`src/core/rtcakl_pkg.sv`:
```
// Constants for the real-time clock alarm, calibration and key-lock slice.
// Assumes a single 200 MHz system clock and an 8-bit special function register port.
package rtcakl_pkg;
    // ----------------------------------------------------------------
    // Clock and register map
    // ----------------------------------------------------------------
    localparam int CLK_HZ = 200_000_000;
    localparam logic [7:0] ADDR_ALARM_INTERVAL = 8'hA6;
    localparam logic [7:0] ADDR_WRITE_KEY = 8'hC1;
    localparam logic [7:0] ADDR_NOM_COMP = 8'hF6;
    localparam logic [7:0] ADDR_TEMP_COMP = 8'hF7;
    localparam logic [7:0] ADDR_PIN_CFG = 8'hFF;
    localparam logic [7:0] ADDR_HUNDREDTHS = 8'hA2;
    localparam logic [7:0] ADDR_HOURS = 8'hA5;
    localparam logic [7:0] ADDR_POWER_CONTROL = 8'hC5;
    localparam logic [7:0] BYTE_ZERO = 8'h00;
    localparam logic [7:0] KEY_POWER = 8'hA7;
    localparam logic [7:0] KEY_TIMEKEEP = 8'hEA;
    // ----------------------------------------------------------------
    // Pin configuration fields
    // ----------------------------------------------------------------
    localparam int CAL_EN_BIT = 7;
    localparam int CAL_FREQUENCY_SELECT_HI = 6;
    localparam int CAL_FREQUENCY_SELECT_LO = 5;
    localparam int IRQ1_HI = 3;
    localparam int IRQ1_MID = 2;
    localparam int IRQ1_LO = 1;
    localparam int IRQ0_BIT = 0;
    localparam logic [7:0] PIN_CFG_MASK = 8'hEF;
    typedef enum logic [1:0] {
        CAL_FREQUENCY_SELECT_1HZ = 2'b00,
        CAL_FREQUENCY_SELECT_512HZ = 2'b01,
        CAL_FREQUENCY_SELECT_500HZ = 2'b10,
        CAL_FREQUENCY_SELECT_16KHZ = 2'b11
    } rtcakl_cal_frequency_select_t;
    // ----------------------------------------------------------------
    // Calibration output and compensation timing
    // ----------------------------------------------------------------
    localparam int CAL_HZ_1 = 1;
    localparam int CAL_HZ_512 = 512;
    localparam int CAL_HZ_500 = 500;
    localparam int CAL_HZ_16K = 16384;
    localparam int CAL_HALF_1HZ = CLK_HZ / (2 * CAL_HZ_1);
    localparam int CAL_HALF_512HZ = CLK_HZ / (2 * CAL_HZ_512);
    localparam int CAL_HALF_500HZ = CLK_HZ / (2 * CAL_HZ_500);
    localparam int CAL_HALF_16KHZ = CLK_HZ / (2 * CAL_HZ_16K);
    localparam int COMP_PPM_PER_LSB = 2;
    localparam int COMP_LIMIT_PPM = 248;
    localparam logic signed [8:0] COMP_MAX = 9'(COMP_LIMIT_PPM / COMP_PPM_PER_LSB);
    localparam logic signed [8:0] COMP_MIN = -COMP_MAX;
endpackage

```
`src/core/rtcakl_core.sv`:
```
// Alarm interval comparator, crystal compensation holding registers, calibration
// output and key-locked register writes. Assumes the interval time base arrives as
// a one-cycle tick and warm resets arrive as a synchronous high level.
//
// How it works
// RL1 - Alarm when interval count reaches programmed value.
// RL2 - Interval counter is eight bits wide.
// RL3 - Eight-bit nominal compensation register kept.
// RL4 - Eight-bit temperature compensation register kept.
// RL5 - Compensation survives warm reset, cleared power-on.
// RL6 - Calibration enable drives selected frequency out.
// RL7 - Frequency select picks one of four rates.
// RL8 - Pin configuration fields decode external pin functions.
// RL9 - Power control write needs key A7.
// RL10 - Pin config and counters need key EA.
// RL11 - Repeat or hold counter after alarm.
// RL12 - Compensation sum clamped to 248 ppm.
// RL13 - Software clears key after protected write.
// RL14 - Unkeyed protected writes are ignored.
// RL15 - Reset clears registers, disables calibration output.
`timescale 1ns/100ps
`default_nettype none
module rtcakl_core #(
    parameter int CAL_HALF_1HZ = rtcakl_pkg::CAL_HALF_1HZ,
    parameter int CAL_HALF_512HZ = rtcakl_pkg::CAL_HALF_512HZ,
    parameter int CAL_HALF_500HZ = rtcakl_pkg::CAL_HALF_500HZ,
    parameter int CAL_HALF_16KHZ = rtcakl_pkg::CAL_HALF_16KHZ
) (
    input wire logic clk,
    input wire logic resetn,
    input wire logic warm_reset,
    input wire logic [7:0] sfr_addr,
    input wire logic [7:0] sfr_wdata,
    input wire logic sfr_wr,
    input wire logic sfr_rd,
    input wire logic interval_tick,
    input wire logic interval_enable,
    input wire logic single_interval_stop,
    input wire logic alarm_flag_clear,
    output logic [7:0] sfr_rdata_q,
    output logic alarm_flag_q,
    output logic rtc_irq_pulse_q,
    output logic [7:0] interval_count_q,
    output logic [7:0] comp_total_q,
    output logic cal_out_q,
    output logic cal_out_enable_q,
    output logic ext_irq0_pin_enable_q,
    output logic ext_irq1_gpio_q,
    output logic battery_switch_control_q,
    output logic ext_irq1_input_en_q,
    output logic power_control_wr_q,
    output logic timekeep_wr_q,
    output logic [7:0] prot_addr_q,
    output logic [7:0] prot_wdata_q
);
    // ----------------------------------------------------------------
    // Register file and key lock
    // ----------------------------------------------------------------
    logic [7:0] alarm_interval_q, alarm_interval_d;
    logic [7:0] write_key_q, write_key_d;
    logic [7:0] pin_cfg_q, pin_cfg_d;
    logic [7:0] rdata_d, prot_addr_d, prot_wdata_d;
    logic [7:0] nom_comp_q, nom_comp_d, temp_comp_q, temp_comp_d;
    logic tk_addr, pwr_wr_d, tk_wr_d;
    assign tk_addr = sfr_addr >= rtcakl_pkg::ADDR_HUNDREDTHS && sfr_addr <= rtcakl_pkg::ADDR_HOURS;
    always_comb begin
        alarm_interval_d = alarm_interval_q;
        write_key_d = write_key_q;
        pin_cfg_d = pin_cfg_q;
        rdata_d = sfr_rdata_q;
        pwr_wr_d = 1'b0;
        tk_wr_d = 1'b0;
        prot_addr_d = prot_addr_q;
        prot_wdata_d = prot_wdata_q;
        if (sfr_wr) begin
            unique case (sfr_addr)
                rtcakl_pkg::ADDR_ALARM_INTERVAL: alarm_interval_d = sfr_wdata;
                rtcakl_pkg::ADDR_WRITE_KEY: write_key_d = sfr_wdata;
                rtcakl_pkg::ADDR_PIN_CFG: begin
                    if (write_key_q == rtcakl_pkg::KEY_TIMEKEEP) begin
                        pin_cfg_d = sfr_wdata & rtcakl_pkg::PIN_CFG_MASK; // [RL10] [RL14]
                    end
                end
                rtcakl_pkg::ADDR_POWER_CONTROL: begin
                    pwr_wr_d = (write_key_q == rtcakl_pkg::KEY_POWER); // [RL9] [RL14]
                end
                default: begin
                    tk_wr_d = tk_addr && (write_key_q == rtcakl_pkg::KEY_TIMEKEEP); // [RL10]
                end
            endcase
            if (pwr_wr_d || tk_wr_d) begin
                prot_addr_d = sfr_addr;
                prot_wdata_d = sfr_wdata;
            end
        end
        if (sfr_rd) begin
            unique case (sfr_addr)
                rtcakl_pkg::ADDR_ALARM_INTERVAL: rdata_d = alarm_interval_q;
                rtcakl_pkg::ADDR_WRITE_KEY: rdata_d = write_key_q;
                rtcakl_pkg::ADDR_NOM_COMP: rdata_d = nom_comp_q;
                rtcakl_pkg::ADDR_TEMP_COMP: rdata_d = temp_comp_q;
                rtcakl_pkg::ADDR_PIN_CFG: rdata_d = pin_cfg_q;
                default: rdata_d = rtcakl_pkg::BYTE_ZERO;
            endcase
        end
    end
    always_ff @(posedge clk or negedge resetn) begin
        if (!resetn) begin
            alarm_interval_q <= rtcakl_pkg::BYTE_ZERO; // [RL15]
            write_key_q <= rtcakl_pkg::BYTE_ZERO;
            pin_cfg_q <= rtcakl_pkg::BYTE_ZERO;
            sfr_rdata_q <= rtcakl_pkg::BYTE_ZERO;
            power_control_wr_q <= 1'b0;
            timekeep_wr_q <= 1'b0;
            prot_addr_q <= rtcakl_pkg::BYTE_ZERO;
            prot_wdata_q <= rtcakl_pkg::BYTE_ZERO;
        end else if (warm_reset) begin
            alarm_interval_q <= rtcakl_pkg::BYTE_ZERO;
            write_key_q <= rtcakl_pkg::BYTE_ZERO;
            pin_cfg_q <= rtcakl_pkg::BYTE_ZERO;
            sfr_rdata_q <= rtcakl_pkg::BYTE_ZERO;
            power_control_wr_q <= 1'b0;
            timekeep_wr_q <= 1'b0;
            prot_addr_q <= rtcakl_pkg::BYTE_ZERO;
            prot_wdata_q <= rtcakl_pkg::BYTE_ZERO;
        end else begin
            alarm_interval_q <= alarm_interval_d;
            write_key_q <= write_key_d;
            pin_cfg_q <= pin_cfg_d;
            sfr_rdata_q <= rdata_d;
            power_control_wr_q <= pwr_wr_d;
            timekeep_wr_q <= tk_wr_d;
            prot_addr_q <= prot_addr_d;
            prot_wdata_q <= prot_wdata_d;
        end
    end
    // ----------------------------------------------------------------
    // Compensation registers
    // ----------------------------------------------------------------
    // These ignore warm_reset so a watchdog trip does not cost the crystal trim.
    logic [7:0] comp_total_d;
    logic signed [8:0] comp_sum;
    always_comb begin
        nom_comp_d = nom_comp_q;
        temp_comp_d = temp_comp_q;
        if (sfr_wr && sfr_addr == rtcakl_pkg::ADDR_NOM_COMP) nom_comp_d = sfr_wdata; // [RL3]
        if (sfr_wr && sfr_addr == rtcakl_pkg::ADDR_TEMP_COMP) temp_comp_d = sfr_wdata; // [RL4]
        comp_sum = $signed({nom_comp_q[7], nom_comp_q}) + $signed({temp_comp_q[7], temp_comp_q});
        if (comp_sum > rtcakl_pkg::COMP_MAX) begin
            comp_total_d = rtcakl_pkg::COMP_MAX[7:0]; // [RL12]
        end else if (comp_sum < rtcakl_pkg::COMP_MIN) begin
            comp_total_d = rtcakl_pkg::COMP_MIN[7:0]; // [RL12]
        end else begin
            comp_total_d = comp_sum[7:0];
        end
    end
    always_ff @(posedge clk or negedge resetn) begin
        if (!resetn) begin
            nom_comp_q <= rtcakl_pkg::BYTE_ZERO; // [RL5]
            temp_comp_q <= rtcakl_pkg::BYTE_ZERO; // [RL5]
            comp_total_q <= rtcakl_pkg::BYTE_ZERO;
        end else begin
            nom_comp_q <= nom_comp_d;
            temp_comp_q <= temp_comp_d;
            comp_total_q <= comp_total_d;
        end
    end
    // ----------------------------------------------------------------
    // Interval alarm
    // ----------------------------------------------------------------
    logic [7:0] count_d, count_next;
    logic held_q, held_d, alarm_d, irq_d, hit;
    always_comb begin
        count_d = interval_count_q;
        held_d = held_q;
        irq_d = 1'b0;
        count_next = interval_count_q + 8'h01; // [RL2]
        hit = interval_enable && interval_tick && !held_q && (count_next == alarm_interval_q);
        if (!interval_enable) begin
            count_d = rtcakl_pkg::BYTE_ZERO;
            held_d = 1'b0;
        end else if (interval_tick && !held_q) begin
            count_d = hit ? rtcakl_pkg::BYTE_ZERO : count_next; // [RL1]
            held_d = hit && single_interval_stop; // [RL11]
            irq_d = hit; // [RL1]
        end
        // A new alarm in the clearing cycle wins so the event is never lost.
        alarm_d = hit || (alarm_flag_q && !alarm_flag_clear);
    end
    always_ff @(posedge clk or negedge resetn) begin
        if (!resetn) begin
            interval_count_q <= rtcakl_pkg::BYTE_ZERO;
            held_q <= 1'b0;
            alarm_flag_q <= 1'b0;
            rtc_irq_pulse_q <= 1'b0;
        end else if (warm_reset) begin
            interval_count_q <= rtcakl_pkg::BYTE_ZERO;
            held_q <= 1'b0;
            alarm_flag_q <= 1'b0;
            rtc_irq_pulse_q <= 1'b0;
        end else begin
            interval_count_q <= count_d;
            held_q <= held_d;
            alarm_flag_q <= alarm_d;
            rtc_irq_pulse_q <= irq_d;
        end
    end
    // ----------------------------------------------------------------
    // Calibration output and pin decode
    // ----------------------------------------------------------------
    logic [31:0] cal_cnt_q, cal_cnt_d, cal_limit;
    logic cal_tog_q, cal_tog_d, cal_en_d, cal_out_d, irq0_d, irq1_gpio_d, batt_d, irq1_in_d;
    rtcakl_pkg::rtcakl_cal_frequency_select_t cal_frequency_select;
    assign cal_frequency_select = rtcakl_pkg::rtcakl_cal_frequency_select_t'(pin_cfg_q[rtcakl_pkg::CAL_FREQUENCY_SELECT_HI:rtcakl_pkg::CAL_FREQUENCY_SELECT_LO]);
    always_comb begin
        unique case (cal_frequency_select)
            rtcakl_pkg::CAL_FREQUENCY_SELECT_1HZ: cal_limit = 32'(CAL_HALF_1HZ); // [RL7]
            rtcakl_pkg::CAL_FREQUENCY_SELECT_512HZ: cal_limit = 32'(CAL_HALF_512HZ); // [RL7]
            rtcakl_pkg::CAL_FREQUENCY_SELECT_500HZ: cal_limit = 32'(CAL_HALF_500HZ); // [RL7]
            rtcakl_pkg::CAL_FREQUENCY_SELECT_16KHZ: cal_limit = 32'(CAL_HALF_16KHZ); // [RL7]
        endcase
        cal_en_d = pin_cfg_q[rtcakl_pkg::CAL_EN_BIT];
        cal_cnt_d = cal_cnt_q + 32'h0000_0001;
        cal_tog_d = cal_tog_q;
        if (!cal_en_d) begin
            cal_cnt_d = 32'h0000_0000;
            cal_tog_d = 1'b0;
        end else if (cal_cnt_d >= cal_limit) begin
            cal_cnt_d = 32'h0000_0000;
            cal_tog_d = !cal_tog_q;
        end
        cal_out_d = cal_en_d && cal_tog_d; // [RL6]
        irq0_d = pin_cfg_q[rtcakl_pkg::IRQ0_BIT]; // [RL8]
        irq1_gpio_d = ~|pin_cfg_q[rtcakl_pkg::IRQ1_MID:rtcakl_pkg::IRQ1_LO]; // [RL8]
        batt_d = !pin_cfg_q[rtcakl_pkg::IRQ1_MID] && pin_cfg_q[rtcakl_pkg::IRQ1_LO]; // [RL8]
        irq1_in_d = pin_cfg_q[rtcakl_pkg::IRQ1_HI] && pin_cfg_q[rtcakl_pkg::IRQ1_MID]; // [RL8]
    end
    always_ff @(posedge clk or negedge resetn) begin
        if (!resetn) begin
            cal_cnt_q <= 32'h0000_0000;
            cal_tog_q <= 1'b0;
            cal_out_q <= 1'b0;
            cal_out_enable_q <= 1'b0; // [RL15]
            ext_irq0_pin_enable_q <= 1'b0;
            ext_irq1_gpio_q <= 1'b1;
            battery_switch_control_q <= 1'b0;
            ext_irq1_input_en_q <= 1'b0;
        end else begin
            cal_cnt_q <= cal_cnt_d;
            cal_tog_q <= cal_tog_d;
            cal_out_q <= cal_out_d;
            cal_out_enable_q <= cal_en_d;
            ext_irq0_pin_enable_q <= irq0_d;
            ext_irq1_gpio_q <= irq1_gpio_d;
            battery_switch_control_q <= batt_d;
            ext_irq1_input_en_q <= irq1_in_d;
        end
    end
    // ----------------------------------------------------------------
    // Checks
    // ----------------------------------------------------------------
    alarm_on_match_a: assert property (@(posedge clk) disable iff (!resetn) // [RL1]
        (!warm_reset && hit) |=> (alarm_flag_q && rtc_irq_pulse_q && interval_count_q == 8'h00))
        else $error("alarm not raised on interval match");
    repeat_or_hold_a: assert property (@(posedge clk) disable iff (!resetn) // [RL11]
        (!warm_reset && hit && single_interval_stop) ##1 (interval_enable && !warm_reset)
        |=> interval_count_q == 8'h00)
        else $error("interval counter not held after single alarm");
    power_key_a: assert property (@(posedge clk) disable iff (!resetn) // [RL9]
        power_control_wr_q |-> $past(write_key_q) == rtcakl_pkg::KEY_POWER)
        else $error("power control write accepted without key");
    timekeep_key_a: assert property (@(posedge clk) disable iff (!resetn) // [RL10]
        timekeep_wr_q |-> $past(write_key_q) == rtcakl_pkg::KEY_TIMEKEEP)
        else $error("counter write accepted without key");
    unkeyed_cfg_a: assert property (@(posedge clk) disable iff (!resetn) // [RL14]
        (sfr_wr && sfr_addr == rtcakl_pkg::ADDR_PIN_CFG && !warm_reset
        && write_key_q != rtcakl_pkg::KEY_TIMEKEEP) |=> $stable(pin_cfg_q))
        else $error("unkeyed pin config write changed register");
    comp_warm_a: assert property (@(posedge clk) disable iff (!resetn) // [RL5]
        (warm_reset && !sfr_wr) |=> ($stable(nom_comp_q) && $stable(temp_comp_q)))
        else $error("compensation lost on warm reset");
    comp_clamp_a: assert property (@(posedge clk) disable iff (!resetn) // [RL12]
        ($signed(comp_total_q) <= 8'sh7C) && ($signed(comp_total_q) >= -8'sh7C))
        else $error("compensation sum exceeds limit");
    cal_off_a: assert property (@(posedge clk) disable iff (!resetn) // [RL6]
        !pin_cfg_q[rtcakl_pkg::CAL_EN_BIT] ##1 !pin_cfg_q[rtcakl_pkg::CAL_EN_BIT] |-> !cal_out_q)
        else $error("calibration output active while disabled");
    pin_decode_a: assert property (@(posedge clk) disable iff (!resetn) // [RL8]
        $past(pin_cfg_q[rtcakl_pkg::IRQ1_MID:rtcakl_pkg::IRQ1_LO]) == 2'b01
        |-> (battery_switch_control_q && !ext_irq1_gpio_q))
        else $error("pin function decode wrong");
endmodule // rtcakl_core
`default_nettype wire

```
`config.mk`:
```
export PLATFORM = sky130hd
export DESIGN_NAME = rtcakl_core
export DESIGN_NICKNAME = d
export VERILOG_FILES = /design/src/core/rtcakl_pkg.sv /design/src/core/rtcakl_core.sv
export SDC_FILE = /design/constraint.sdc
export NUM_CORES = 1
export LEC_CHECK = 0
export BUFFER_PORTS_ARGS = -buffer_cell sky130_fd_sc_hd__buf_4
export CAP_MARGIN = 20
export CORE_AREA = 3 3 150 108
export CTS_BUF_LIST = sky130_fd_sc_hd__clkbuf_4 sky130_fd_sc_hd__clkbuf_8
export DETAILED_ROUTE_END_ITERATION = 12
export DIE_AREA = 0 0 153 111
export GPL_ROUTABILITY_DRIVEN = 0
export GPL_TIMING_DRIVEN = 0
export PLACE_DENSITY_LB_ADDON = 0.2
export SETUP_SLACK_MARGIN = 0.15
export SLEW_MARGIN = 20
export SYNTH_ARGS = -nofsm -noshare
export SYNTH_HDL_FRONTEND = slang
export SYNTH_SLANG_ARGS = --single-unit
```
`constraint.sdc`:
```
create_clock -name clk -period 5.61 [get_ports clk]
set_clock_uncertainty 0.05 [all_clocks]
set_input_delay 0.2805 -clock clk [delete_from_list [all_inputs] [get_ports clk]]
set_output_delay 0.2805 -clock clk [all_outputs]
set_load 0.01 [all_outputs]
```
== Yosys cells after proc, flatten, opt, wreduce, memory -nomap -nowiden ==
Cells that the tools add are included.

* Add/subtract/negate cells: 3
* $lt $le $gt $ge: 5
* Eq/ne operators: 13
* Mux-type cells: 45
* Reduce and logical (&&, ||, !) cells: 34

{| class="wikitable"
|+ Operator list
! cell !! count
|-
| $mux 8 || 24
|-
| $pmux 32 s4 || 1
|-
| $eq 8x8->1 const B || 8
|-
| $mux 32 || 2
|-
| $pmux 8 s5 || 1
|-
| $add 32x1->32 const B || 1
|-
| $ge 32x32->1 || 1
|-
| $mux 1 || 17
|-
| $reduce_bool 2->1 || 7
|-
| $logic_and 1x1->1 || 13
|-
| $add 8x8->9 || 1
|-
| $gt 9x8->1 const B || 1
|-
| $lt 9x8->1 const B || 1
|-
| $add 8x1->8 const B || 1
|-
| $eq 8x8->1 || 1
|-
| $ge 8x8->1 const B || 1
|-
| $le 8x8->1 const B || 1
|-
| $reduce_and 2->1 || 3
|-
| $logic_not 1->1 || 5
|-
| $eq 2x2->1 const B || 2
|-
| $reduce_or 4->1 || 1
|-
| $ne 3x2->1 const B || 1
|-
| $reduce_and 3->1 || 1
|-
| $eq 2x1->1 const B || 1
|-
| 3 further kinds || 4
|}

* Register bits: 124
* Output and inout port bits: 50

== Longest topological paths before layout ==
* Depth after elaboration: 9
* Depth in mapped cells: 15
* Mapped depth without buffers: 14

== Worst setup path before layout ==
OpenSTA, ideal clock, no wires.

* Path type: register to register
* From: register cal_cnt_q[5]
* To: register cal_cnt_q[15]
* Library setup time: 0.069 ns
* Arrival time: 2.976 ns
* Required time: 5.491 ns
* Slack: 2.516 ns
* Stages on the path, launching flop included: 15
* Path buffers: 2
* Period minus slack after synthesis: 3.094 ns
* Cells stage by stage: dfrtp_1 -> nand4_2 -> or4_1 -> buf_2 -> nor2_1 -> xor2_1 -> ha_1 -> a21o_1 -> a21oi_1 -> o21a_1 -> nand4_1 -> o211ai_1 -> nand4_4 -> buf_6 -> nor2b_2

* Longest elaborated chain between the ends: 4

{| class="wikitable"
|+ RTL lines
! item !! line !! text
|-
| from (decl) || rtcakl_core.sv:211 || <nowiki>logic [31:0] cal_cnt_q, cal_cnt_d, cal_limit;</nowiki>
|-
| from (signal assigned) || rtcakl_core.sv:249 || <nowiki>cal_cnt_q <= cal_cnt_d;</nowiki>
|-
| $add 32x1->32 (*) || rtcakl_core.sv:223 || <nowiki>cal_cnt_d = cal_cnt_q + 32'h0000_0001;</nowiki>
|-
| $ge 32x32->1 || rtcakl_core.sv:228 || <nowiki>end else if (cal_cnt_d >= cal_limit) begin</nowiki>
|-
| $mux 32 (*) || rtcakl_core.sv:228 ||
|-
| $mux 32 (*) || rtcakl_core.sv:225 || <nowiki>if (!cal_en_d) begin</nowiki>
|-
| named net cal_cnt_d[15] || rtcakl_core.sv:211 ||
|}

Mark *: on every way through the listed nets, which the timed path passes. The rest lies on a longest branch.
A chain may end at the register's enable or synchronous reset.

== Worst setup path in the final report ==
* From: register cal_cnt_q[5]
* To: register cal_cnt_q[13]

The elaborated chain is that of the path after synthesis.

==> results_dict.tcl <==
set metrics [dict create \
    fin_util 0.532 \
    whs_ps 69.8 \
    drive_above_1_share 0.198 \
    leakagePower_nw 3.58 \
    core_area_um2 14800 \
    crit_chain "nand4_2, or4_1, buf_2, nor2_1, xor2_1, ha_1, a21o_1, a21oi_1, o21a_1, nand4_1, o211ai_1, nand4_4, buf_6, nor2b_2" \
    holdPathEnd "prot_addr_q[7]" \
    synthFlopType "dfrtp_1" \
    crit_path_top_delay_cell "or4_1" \
    path_buf_inv 2 \
    overflow 0 \
    vias 5395 \
    reg2reg_to "cal_cnt_q[13]" \
    syn_area_um2 6640 \
    setup_viol 0 \
    rows 37 \
    postRouteAntennaNets 0 \
    grt_pass1_vias 5370 \
    rrSetupSlack_ps 2030 \
    post-route-period-util 0.638 \
    r2r_cells 14 \
    port_buffers 72 \
    ys_ff_latch 122 \
    cts_sinks 122 \
    yosysTopAreaCell "dfrtp_1" \
    ys_types 64 \
    irDropWorstVdd_v 0.000151 \
    p_seq_frac 0.504 \
    die_width_um 153 \
    pre_cts_slack_ps 2020 \
    clock_latency_ps 430 \
    slew_headroom 0.350 \
    hold_viol_final 0 \
    cts_made_buffers 17 \
    p_per_area_nw_per_um2 233 \
    final_nets 814 \
    clock_path_buffers 2 \
    rsz0062_at_grt "no" \
    synth_edf_count 0 \
    hold_depth 3 \
    cap_violations 0 \
    track_usage 0.201 \
    yosysWarnings 0 \
    max_freq_ghz 0.279 \
    floorplan.initialDensity 0.450 \
    ioPinCount 75 \
    viasPerCell 5.64 \
    async_reset_ff_frac 1.00 \
    die_y_um 111 \
    postCtsSetupBuffers 0 \
    cts_tree "yes" \
    ys_seq_area_frac 0.460 \
    area_growth_pct 18.3 \
    clkPwrFrac 0.405 \
    slew_violations 0 \
    yosys-top-cells-area "dfrtp_1 46%, ha_1 7.4%, nand2_1 3.3%" \
    arrival_ps 3900 \
    cp_max_fo 10 \
    min_path_type "input port to register" \
    crit_family "simple AND/OR/NAND/NOR gates" \
    p_int_mw 1.34 \
    grt_max_degree 74 \
    tightest_slew_ps 968 \
    dieArea_um2 17000 \
    wire_per_inst_um 17.7 \
    synth_top_cell_area_share 0.456 \
    cts_resized 0 \
    critPathKind "register to register" \
    switching_share 0.270 \
    combinationalPowerShare 0.090 \
    diodes 0 \
    hpwl_um 12700 \
    drc_errors 0 \
    wirelength_um 16900 \
    cts_max_level 4 \
    required_ps 5930 \
    slowest_delay_ps 520 \
    outcome "completed" \
    clkTransAtPathRegs_ps 80 \
    netlist_instances 652 \
    grt_pass1_wl_um 27500 \
    hold_start "sfr_addr[7]" \
    clockRootBuffer "clkbuf_8" \
    crit_path_end_kind "register" \
    avgSynthCellArea_um2 10.2 \
    drt-initial-drc-count 442 \
    timing.rr.start "cal_cnt_q[5]" \
    min_period_ps 3580 \
    cp-start-kind "register" \
    setup_slack_ps 2030 \
    dr.pass1.iters 7 \
    nFillCells 1307 \
    grt_antenna_before_repair 0 \
    switchingPower_mw 0.495 \
    fin_setup_tns_ps 0 \
]
-- tightest hold or removal path, delay by kind of cell --
| family | cells | cell delay [ps] |
|---|---|---|
| buf+inv | 1 | 120 |
| simple gates | 1 | 60 |
| compound gates | 1 | 60 |
-- timing repair --
action                     CTS  global route
hold endpoints to repair    49             0
setup endpoints to repair    0             0
hold buffers                 1             0
-- state kept, by name (all words and copies together) (netlist names) --
signal / count
ext_irq0_pin_enable_q: 1
sfr_rdata_q: 8
prot_wdata_q: 8
pin_cfg_q: 7
temp_comp_q: 8
write_key_q: 8
timekeep_wr_q: 1
comp_total_q: 8
cal_out_enable_q: 1
ext_irq1_input_en_q: 1
interval_count_q: 8
nom_comp_q: 8
power_control_wr_q: 1
ext_irq1_gpio_q: 1
prot_addr_q: 8
held_q: 1
cal_out_q: 1
rtc_irq_pulse_q: 1
alarm_flag_q: 1
cal_cnt_q: 32
alarm_interval_q: 8
battery_switch_control_q: 1
-- cell usage in the layout (no fill, tap or decap), types with 4 or more instances in the layout --
master / netlist / layout
a22oi_1: 9 / 9
a22o_1: 4 / 4
xor2_1: 18 / 18
nand2_1: 59 / 59
ha_1: 39 / 39
o21ai_0: 24 / 24
or4_1: 4 / 4
o21a_1: 5 / 5
nand2b_1: 14 / 14
a31oi_1: 7 / 7
a21o_1: 9 / 9
nor3b_1: 4 / 4
and4_1: 4 / 4
buf_4: 0 / 71
a21oi_1: 33 / 33
a222oi_1: 7 / 7
a311oi_1: 7 / 7
nor2b_1: 12 / 12
conb_1: 1 / 5
dfrtp_1: 121 / 121
clkbuf_1: 18 / 18
clkbuf_8: 0 / 18
nor2b_2: 16 / 16
xnor2_1: 24 / 24
mux2i_1: 9 / 9
and3_1: 6 / 6
and2_1: 5 / 5
inv_1: 17 / 17
nand3_1: 33 / 33
a21boi_0: 4 / 4
nor3_1: 11 / 11
mux2_2: 16 / 16
nor2_1: 48 / 48
or3_1: 4 / 4
o31a_1: 4 / 4
nand4_1: 15 / 15
clkinv_4: 0 / 6
-- per-layer routing --
| metal | wire length, um | GRT usage | share of wire | vias to the layer above |
|---|---|---|---|---|
| li1 | - | - | - | 2545 |
| met3 | 1050 | 0.0507 | 0.062 | 22 |
| met5 | 0 | 0 | 0 | - |
| met4 | 217 | 0.0641 | 0.013 | 0 |
| met2 | 7340 | 0.296 | 0.43 | 166 |
| met1 | 8290 | 0.290 | 0.49 | 2662 |
-- cell families (layout without fill, tap and decap cells) --
logic type | Yosys count | count (layout) | share of synthesized area
AOI/OAI and AO/OA | 130 | 130 | 0.136
xor gates and xnor gates | 42 | 42 | 0.0554
adders and majority gates | 42 | 42 | 0.0795
buffers and inverters | 39 | 144 | 0.0245
DFF | 122 | 122 | 0.460
muxes | 25 | 25 | 0.0407
other | 1 | 5 | 0.000565
and+or+nand+nor | 251 | 251 | 0.203
-- cell usage after synthesis (2+ instances only) --
master / instances
o311ai_0: 3
buf_6: 2
a21boi_0: 4
nor2_2: 2
nor3_1: 11
o21ai_0: 24
or3_1: 4
xor2_1: 18
nand2_1: 59
mux2i_1: 9
a22oi_1: 9
nand3_1: 33
a311oi_1: 7
o31ai_1: 2
nand3b_1: 2
nor2b_1: 12
a222oi_1: 7
nor3b_1: 4
a21oi_1: 33
a21o_1: 9
clkbuf_1: 18
nor2b_2: 16
o31a_1: 4
ha_1: 39
and3_1: 6
nor2_1: 48
mux2_2: 16
xnor2_1: 24
nor4_1: 3
and2b_1: 3
maj3_1: 2
and2_1: 5
o21a_1: 5
inv_1: 17
and4_1: 4
or4_1: 4
nand4_1: 15
a22o_1: 4
dfrtp_1: 121
nand2b_1: 14
a31oi_1: 7
-- worst max path at each step --
| stage | endpoint | start | cells after the start |
|---|---|---|---|
| after floorplan | cal_cnt_q[15] | cal_cnt_q[5] | 14 |
| after global placement | cal_cnt_q[26] | cal_cnt_q[0] | 11 |
| after detailed placement | cal_cnt_q[20] | cal_cnt_q[5] | 14 |
| after CTS | cal_cnt_q[20] | cal_cnt_q[5] | 14 |
| after global routing | cal_cnt_q[26] | cal_cnt_q[0] | 11 |
| final | cal_cnt_q[13] | cal_cnt_q[5] | 14 |
-- cell type report --
cell class | count | area, um2 | area share
well taps | 195 | 244 | 0.0311
clock buffers | 18 | 248 | 0.0316
inverters | 17 | 63.8 | 0.00813
plain buffers | 22 | 98.8 | 0.0126
flip-flops and latches | 122 | 3050 | 0.389
repair buffers | 74 | 582 | 0.0741
multi-input cells | 495 | 3440 | 0.438
clock inverters | 13 | 124 | 0.0158
-- power by group through the flow --
stage / Combinational, mW / Sequential [mW] / Clock [mW]
after global placement: 0.160 / 0.940 / 0
after floorplan: 0.0647 / 0.945 / 0
after detailed placement: 0.166 / 0.941 / 0
after global routing: 0.183 / 0.927 / 0.801
final: 0.166 / 0.924 / 0.742
after CTS: 0.168 / 0.924 / 0.757
-- through the flow --
step	cells	cell area, um2	power [mW]
finish	956	7850	1.83
floorplan	656	6650	1.01
global route	956	7850	1.91
detailed placement	924	7470	1.11
CTS	956	7850	1.85
global placement	923	7440	1.10
No activity file was read; power rests on OpenSTA's default activity.
